<file path="src/logic/esmrd_defines.vh">
// Purpose: Constants for the extended SMRAM decode control block
// Assumes: Byte-wide configuration register at offset 9Eh
// Notes:   Included by the decode and register modules
`ifndef ESMRD_DEFINES_VH
`define ESMRD_DEFINES_VH

`define ESMRD_CTRL_OFFSET     8'h9E
`define ESMRD_CTRL_RESET      8'h38
`define ESMRD_BIT_HIGH_EN     7
`define ESMRD_BIT_ERR         6
`define ESMRD_BIT_CACHE       5
`define ESMRD_BIT_L1          4
`define ESMRD_BIT_L2          3
`define ESMRD_BIT_SZ_HI       2
`define ESMRD_BIT_SZ_LO       1
`define ESMRD_BIT_SEG_EN      0
`define ESMRD_HIGH_BASE       32'hFEDA0000
`define ESMRD_HIGH_LAST       32'hFEDBFFFF
`define ESMRD_LEGACY_BASE     32'h000A0000
`define ESMRD_WIN_MASK        32'h0001FFFF
`define ESMRD_SZ_1MB          2'h0
`define ESMRD_SZ_2MB          2'h1
`define ESMRD_SZ_8MB          2'h2
`define ESMRD_BYTES_1MB       32'h00100000
`define ESMRD_BYTES_2MB       32'h00200000
`define ESMRD_BYTES_8MB       32'h00800000
`define ESMRD_TOP_SHIFT       27

`endif

</file>
<file path="src/logic/esmrd_ctrl_reg.v">
// Purpose: Extended SMRAM control register with lock and error flag
// Assumes: Configuration writes are single-cycle byte strobes
// Notes:   Hardwired cache bits always read as one
`timescale 1ns/1ps
`default_nettype none
`include "esmrd_defines.vh"

module esmrd_ctrl_reg (
    input  wire       i_clk,
    input  wire       i_rst,
    input  wire       i_wr,
    input  wire [7:0] i_wdata,
    input  wire       i_lock,
    input  wire       i_err_set,
    output wire [7:0] o_value
);
    reg       high_en_r;
    reg       err_r;
    reg [1:0] size_r;
    reg       seg_en_r;

    always @(posedge i_clk) begin
        if (i_rst) begin
            high_en_r <= 1'b0;
            err_r     <= 1'b0;
            size_r    <= 2'h0;
            seg_en_r  <= 1'b0;
        end else begin
            if (i_wr && !i_lock) begin
                high_en_r <= i_wdata[`ESMRD_BIT_HIGH_EN];
                size_r    <= i_wdata[`ESMRD_BIT_SZ_HI:`ESMRD_BIT_SZ_LO];
                seg_en_r  <= i_wdata[`ESMRD_BIT_SEG_EN];
            end
            if (i_err_set)
                err_r <= 1'b1;
            else if (i_wr && i_wdata[`ESMRD_BIT_ERR])
                err_r <= 1'b0;
        end
    end

    assign o_value = {high_en_r, err_r, 3'h7, size_r, seg_en_r};
endmodule // esmrd_ctrl_reg
`default_nettype wire

</file>
<file path="src/logic/esmrd_decode.v">
// Purpose: Extended SMRAM decode: high window remap and top segment guard
// Assumes: One processor request per cycle, synchronous to i_clk
// Notes:   Decision registered one cycle after the request
//
// What this block does
// Both enables set: remap FEDA0000h-FEDBFFFFh onto A0000h-BFFFFh DRAM.
// Once locked, high enable, segment size and segment enable ignore writes.
// Non-SMM access to high window or top segment, not open, sets error flag.
// Error flag holds until software writes one to it.
// Bits 5, 4, 3 always read one, writes ignored.
// Size 00=1MB, 01=2MB, 10=8MB below top of low DRAM; 11 reserved.
// Top segment DRAM reachable only by SMM-tagged processor requests, or by any request while open and unlocked.
// Non-SMM requests into enabled top segment go to downstream link, except while open and unlocked.
// Top segment exists only when global enable and segment enable set.
// Global enable must be one for any extended function.
// Lock set by normal write, cleared only by reset, forces open low.
// Open and unlocked makes SMM DRAM visible without SMM decode.
// Hardware set of the error flag beats a same-cycle clear.
`timescale 1ns/1ps
`default_nettype none
`include "esmrd_defines.vh"

module esmrd_decode (
    input  wire        i_clk,
    input  wire        i_rst,
    input  wire        i_cfg_wr,
    input  wire [7:0]  i_cfg_addr,
    input  wire [7:0]  i_cfg_wdata,
    input  wire        i_global_smram_enable,
    input  wire        i_smm_open_wr,
    input  wire        i_smm_open_wdata,
    input  wire        i_smm_lock_wr,
    input  wire [4:0]  i_top_low_usable_dram,
    input  wire        i_req_valid,
    input  wire [31:0] i_req_addr,
    input  wire        i_req_smm,
    output reg  [7:0]  o_cfg_rdata,
    output reg         o_smm_lock,
    output reg         o_smm_open,
    output reg         o_dram_valid,
    output reg  [31:0] o_dram_addr,
    output reg         o_link_valid,
    output reg  [31:0] o_link_addr
);
    // Route classes of one request, one-hot
    localparam [4:0] RT_HIGH_DRAM = 5'h01;
    localparam [4:0] RT_SEG_LINK  = 5'h02;
    localparam [4:0] RT_SEG_DRAM  = 5'h04;
    localparam [4:0] RT_LINK      = 5'h08;
    localparam [4:0] RT_DRAM      = 5'h10;

    // Control register and decode terms
    wire [7:0]  ctrl;
    wire        wr_hit;
    wire        rd_hit;
    wire        high_en;
    wire        seg_en;
    wire [1:0]  seg_size;
    wire        high_on;
    wire        seg_on;
    wire        in_high;
    wire        in_seg;
    wire        above_top;
    wire        smm_ok;
    wire        err_set;
    wire [31:0] top;
    wire [31:0] seg_base;
    wire [31:0] remap_addr;
    wire [7:0]  rdata_nxt;
    reg  [31:0] seg_bytes;
    reg  [4:0]  route_class;

    // Next values of the registered outputs
    reg         lock_nxt;
    reg         open_nxt;
    reg         dram_valid_nxt;
    reg  [31:0] dram_addr_nxt;
    reg         link_valid_nxt;
    reg  [31:0] link_addr_nxt;

    assign wr_hit = i_cfg_wr && (i_cfg_addr == `ESMRD_CTRL_OFFSET);
    assign rd_hit = (i_cfg_addr == `ESMRD_CTRL_OFFSET);

    esmrd_ctrl_reg u_reg (
        .i_clk     (i_clk),
        .i_rst     (i_rst),
        .i_wr      (wr_hit),
        .i_wdata   (i_cfg_wdata),
        .i_lock    (o_smm_lock),
        .i_err_set (err_set),
        .o_value   (ctrl)
    );

    assign high_en  = ctrl[`ESMRD_BIT_HIGH_EN];
    assign seg_en   = ctrl[`ESMRD_BIT_SEG_EN];
    assign seg_size = ctrl[`ESMRD_BIT_SZ_HI:`ESMRD_BIT_SZ_LO];

    // Lock sets by a plain write; only reset clears it
    always @* begin
        lock_nxt = o_smm_lock;
        open_nxt = o_smm_open;
        if (i_smm_lock_wr) begin
            lock_nxt = 1'b1;
        end
        if (i_smm_lock_wr || o_smm_lock) begin
            open_nxt = 1'b0;
        end else if (i_smm_open_wr) begin
            open_nxt = i_smm_open_wdata;
        end
    end

    always @(posedge i_clk) begin
        if (i_rst) begin
            o_smm_lock <= 1'b0;
            o_smm_open <= 1'b0;
        end else begin
            o_smm_lock <= lock_nxt;
            o_smm_open <= open_nxt;
        end
    end

    always @* begin
        case (seg_size)
            `ESMRD_SZ_1MB: seg_bytes = `ESMRD_BYTES_1MB;
            `ESMRD_SZ_2MB: seg_bytes = `ESMRD_BYTES_2MB;
            `ESMRD_SZ_8MB: seg_bytes = `ESMRD_BYTES_8MB;
            default:       seg_bytes = 32'h00000000;
        endcase
    end

    assign top        = {i_top_low_usable_dram, {`ESMRD_TOP_SHIFT{1'b0}}};
    assign seg_base   = top - seg_bytes;
    assign high_on    = i_global_smram_enable && high_en;
    assign seg_on     = i_global_smram_enable && seg_en;
    assign in_high    = (i_req_addr >= `ESMRD_HIGH_BASE) && (i_req_addr <= `ESMRD_HIGH_LAST);
    assign in_seg     = (seg_bytes != 32'h00000000) && (i_req_addr < top)
                        && (i_req_addr >= seg_base);
    assign above_top  = (i_req_addr >= top);
    assign remap_addr = `ESMRD_LEGACY_BASE | (i_req_addr & `ESMRD_WIN_MASK);
    assign smm_ok     = i_req_smm || (o_smm_open && !o_smm_lock);
    assign err_set    = i_req_valid && !i_req_smm && !o_smm_open
                        && ((high_on && in_high) || (seg_on && in_seg));

    // Classify the request
    always @* begin
        if (high_on && in_high && smm_ok) begin
            route_class = RT_HIGH_DRAM;
        end else if (seg_on && in_seg && !smm_ok) begin
            route_class = RT_SEG_LINK;
        end else if (seg_on && in_seg) begin
            route_class = RT_SEG_DRAM;
        end else if (in_high || above_top) begin
            route_class = RT_LINK;
        end else begin
            route_class = RT_DRAM;
        end
    end

    // Route each request to DRAM or to the downstream link
    always @* begin
        dram_valid_nxt = 1'b0;
        dram_addr_nxt  = o_dram_addr;
        link_valid_nxt = 1'b0;
        link_addr_nxt  = o_link_addr;
        if (i_req_valid) begin
            case (route_class)
                RT_HIGH_DRAM: begin
                    dram_valid_nxt = 1'b1;
                    dram_addr_nxt  = remap_addr;
                end
                RT_SEG_LINK: begin
                    link_valid_nxt = 1'b1;
                    link_addr_nxt  = i_req_addr;
                end
                RT_SEG_DRAM: begin
                    dram_valid_nxt = 1'b1;
                    dram_addr_nxt  = i_req_addr;
                end
                RT_LINK: begin
                    link_valid_nxt = 1'b1;
                    link_addr_nxt  = i_req_addr;
                end
                RT_DRAM: begin
                    dram_valid_nxt = 1'b1;
                    dram_addr_nxt  = i_req_addr;
                end
                default: begin
                    dram_valid_nxt = 1'b1;
                    dram_addr_nxt  = i_req_addr;
                end
            endcase
        end
    end

    always @(posedge i_clk) begin
        if (i_rst) begin
            o_dram_valid <= 1'b0;
            o_dram_addr  <= 32'h00000000;
            o_link_valid <= 1'b0;
            o_link_addr  <= 32'h00000000;
        end else begin
            o_dram_valid <= dram_valid_nxt;
            o_dram_addr  <= dram_addr_nxt;
            o_link_valid <= link_valid_nxt;
            o_link_addr  <= link_addr_nxt;
        end
    end

    // Read-back data: register bits when addressed, zero elsewhere
    genvar k;
    generate
        for (k = 0; k < 8; k = k + 1) begin : g_rdata
            assign rdata_nxt[k] = rd_hit & ctrl[k];
        end
    endgenerate

    always @(posedge i_clk) begin
        if (i_rst) begin
            o_cfg_rdata <= `ESMRD_CTRL_RESET;
        end else begin
            o_cfg_rdata <= rdata_nxt;
        end
    end
endmodule // esmrd_decode
`default_nettype wire

</file>
<file path="config.mk">
export PLATFORM = sky130hd
export DESIGN_NAME = esmrd_decode
export DESIGN_NICKNAME = d
export VERILOG_FILES = /design/src/logic/esmrd_ctrl_reg.v /design/src/logic/esmrd_decode.v
export VERILOG_INCLUDE_DIRS = /design/src /design/src/logic
export SDC_FILE = /design/constraint.sdc
export NUM_CORES = 1
export LEC_CHECK = 0
export BUFFER_PORTS_ARGS = -buffer_cell sky130_fd_sc_hd__buf_2
export CORE_ASPECT_RATIO = 0.6
export CORE_MARGIN = 2
export CORE_UTILIZATION = 40
export DETAILED_ROUTE_END_ITERATION = 6
export GPL_ROUTABILITY_DRIVEN = 0
export PLACE_DENSITY_LB_ADDON = 0.05
export SLEW_MARGIN = 40
export SYNTH_ARGS = -nofsm -noshare
export SYNTH_HDL_FRONTEND = slang
export SYNTH_SLANG_ARGS = --single-unit
</file>
<file path="constraint.sdc">
create_clock -name i_clk -period 8.4 [get_ports i_clk]
set_input_delay 1.68 -clock i_clk [delete_from_list [all_inputs] [get_ports i_clk]]
set_output_delay 1.68 -clock i_clk [all_outputs]
set_load 0.02 [all_outputs]
</file>
==> impl_metrics.yaml <==
clocking:
  cts.clk_slew.worst_paths_ns: 0.06
  clockBufferDepth: 2
  cts_buffers: 9
  cts_tree: "yes"
  ctsResizeCount: 0
  root_buffer: "clkbuf_16"
  clock_latency_ns: 0.33
  clkSinkCount: 79
  htree_num_levels: 3
  cts_setup_buffers: 0
  cts_hold_buf: 0
layout:
  drive_gt1_share_pct: 30.8
  design_area_um2: 5030
  insertedDiodeCount: 0
  areaGrowthSynthToFinish_pct: 24.7
  final_cells: 671
  nets: 617
synth:
  synth-seq-cells: 79
  ys_warn_count: 0
  synthArstFlopShare_pct: 0
  yosys.cell_types.count: 48
  post_synth_instance_area_um2: 4040
  yosysSeqAreaShare_pct: 39.2
  synthCells: 408
  syn_nets: 494
  synth_edf_count: 0
  ys_dominant_reg_cell: "dfxtp_1"
  syn_area_per_cell_um2: 9.89
detailed_routing:
  wl_per_cell_um: 15.7
  ant_nets: 0
  drc: 0
  vias: 3334
  first_pass_iters: 4
  drt_iter0_markers: 139
  via_per_inst: 4.97
  totalWireLength_mm: 10.5
place:
  hpwl_mm: 7.93
  placed_area_um2: 4730
  dp_cells: 655
  portBuffers: 134
floorplanning:
  die_h_um: 81.8
  fp.coreArea_um2: 9840
  die_x_um: 134
  die_area_um2: 10900
  rows: 28
  boundaryPins: 138
  start_util_pct: 41.0
power_and_ir_drop:
  p_leak_uw: 0.00242
  comb_power_share_pct: 17.2
  p_int_uw: 694
  clock_power_share_pct: 40.6
  power_frac_seq_pct: 42.2
  p_sw_share_pct: 27.9
  power_density_nw_per_um2: 191
  p_switching_uw: 269
  ir_drop_uv: 106
worst_setup_path:
  path_cells: "buf_2 > inv_1 > o2111ai_1 > nor2_1 > xnor2_1 > ha_1 > nand4_1 > nor4bb_1 > a32o_2 > nor4_4 > o22ai_2 > o21ai_2 > buf_4 > mux2i_1"
  start_kind: "input port"
  critical-path-top-delay-family: "compound AO/OA/AOI/OAI gates"
  crit_arrival_ns: 5.02
  path_class: "in -> reg"
  path_buf_inv: 3
  cpPeakStageDelay_ns: 0.60
  critical-path-slowest-cell: "o21ai_2"
  critPathCaptureType: "flip-flop"
  path_max_fanout: 12
  required_ns: 8.66
sta:
  tightestPinTransition_ns: 0.778
  setup_viol: 0
  slew_violations: 0
  fmax_mhz: 210
  final.setup.tns_ns: 0
  hold_viol: 0
  period_share_pct: 56.7
  min_period_ns: 4.76
  grt_setup_unrepaired: "no"
  max_slew_margin_pct: 48.2
  finClkSkew_ns: 0.00443
job:
  drv_cap: 0
global_routing:
  antenna_found_initial: 0
  overflow: 0
  grt_pass1_wl_mm: 16.5
  grt_pass1_vias: 3218
  track_usage_pct: 19.9
  grt_max_degree: 101
hold_path:
  hold_path_class: "reg -> reg"
outcome:
  status: "finished, final reports clean"
## power by group through the flow
stage	Clock, uW	Sequential [uW]	Combinational, uW
5_1_grt	420	409	180
2_1_floorplan	0	441	85.8
6_report	391	407	166
4_1_cts	403	407	167
3_3_place_gp	0	414	165
3_5_place_dp	0	415	166
## worst min-delay path, stage by stage, from the launching register on
cell	delay, ns
dfxtp_1	0.31
nand2b_1	0.06
mux2i_1	0.05
## worst paths after layout
check	slack (ns)	startpoint	cells past startpoint	to
setup / recovery	3.64	i_top_low_usable_dram[2]	14	o_dram_addr[27]
setup reg to reg	4.14	u_reg.size_r[1]	17	o_dram_addr[27]
hold reg to reg	0.47	o_dram_addr[6]	2	o_dram_addr[6]
hold / removal	0.47	o_dram_addr[6]	2	o_dram_addr[6]
## kinds of logic after synthesis
| kind of cell | count (synthesis) | synth area share, % |
|---|---|---|
| xor+xnor | 4 | 0.868 |
| simple gates | 157 | 24.1 |
| mux | 59 | 14.6 |
| fa+ha+maj | 24 | 7.44 |
| buf+inv | 42 | 5.67 |
| compound gates | 43 | 8.09 |
| flops | 79 | 39.2 |
## final cells by class
| type | count | area [um2] |
|---|---|---|
| fill | 940 | 4810 |
| multi-input combinational | 287 | 2220 |
| sequential | 79 | 1580 |
| timing repair buffer | 137 | 693 |
| clock buffer | 10 | 229 |
| tap | 135 | 169 |
| clock inverter | 6 | 68.8 |
| inverter | 17 | 63.8 |
## metal layers
layer	global-route usage, %	wire length, um
met1	28.6	5290
met4	5.53	86
met3	6.67	896
met2	28.1	4260
met5	0	0
## cells in the mapped netlist, types with 3 or more instances
cell type  instances  area share, %
inv_1             17            1.6
or4_1              4           0.74
xnor2_1            4           0.87
o31ai_1           10            1.9
nand2b_1          75             12
mux2i_1           59             15
nand2_1           13            1.2
nor3_1             4           0.50
ha_1              24            7.4
o21ai_0            3           0.37
nand3_1            6           0.74
and2_1             3           0.47
a21oi_1           15            1.9
clkbuf_1          14            1.3
nor2_1            16            1.5
nor2b_1            4           0.62
nand4_1           16            2.5
buf_2              4           0.50
dfxtp_1           79             39
## cell usage in the layout, fill, tap and decap left out, drive strengths merged
| cell | instances |
|---|---|
| o211a | 1 |
| o31ai | 10 |
| nor2 | 17 |
| a21oi | 16 |
| o211ai | 3 |
| o22ai | 1 |
| xnor2 | 4 |
| a21o | 2 |
| nor2b | 4 |
| nand3 | 6 |
| and3 | 1 |
| bufinv | 1 |
| o22a | 1 |
| or2b | 2 |
| nor4bb | 2 |
| and2 | 3 |
| o2111ai | 1 |
| a211oi | 1 |
| a32o | 1 |
| and4 | 1 |
| nand2 | 13 |
| mux2i | 59 |
| nor4 | 4 |
| buf | 137 |
| nand3b | 1 |
| dfxtp | 79 |
| nand2b | 75 |
| nor3 | 5 |
| or4b | 2 |
| clkbuf | 10 |
| a32oi | 1 |
| clkinv | 3 |
| nand4 | 16 |
| clkinvlp | 1 |
| a41oi | 1 |
| o21ai | 4 |
| inv | 18 |
| or4 | 5 |
| ha | 24 |
## stage by stage
step / utilization, % / power (uW) / hold slack (ns) / setup slack (ns)
floorplan: - / 527 / 0.431 / 4.35
global placement: 48.1 / 579 / 0.457 / 3.36
detailed placement: 48.1 / 581 / 0.456 / 3.31
CTS: 51.1 / 977 / 0.465 / 3.65
global route: 51.1 / 1010 / 0.493 / 3.34
finish: 51.1 / 963 / 0.467 / 3.64
## state kept, by name (all words and copies together) (netlist names)
| name | flops |
|---|---|
| o_cfg_rdata | 6 |
| u_reg.seg_en_r | 1 |
| u_reg.err_r | 1 |
| o_dram_addr | 32 |
| o_smm_open | 1 |
| o_link_valid | 1 |
| u_reg.high_en_r | 1 |
| o_smm_lock | 1 |
| o_link_addr | 32 |
| u_reg.size_r | 2 |
| o_dram_valid | 1 |
(Power assumes the default switching activity.)
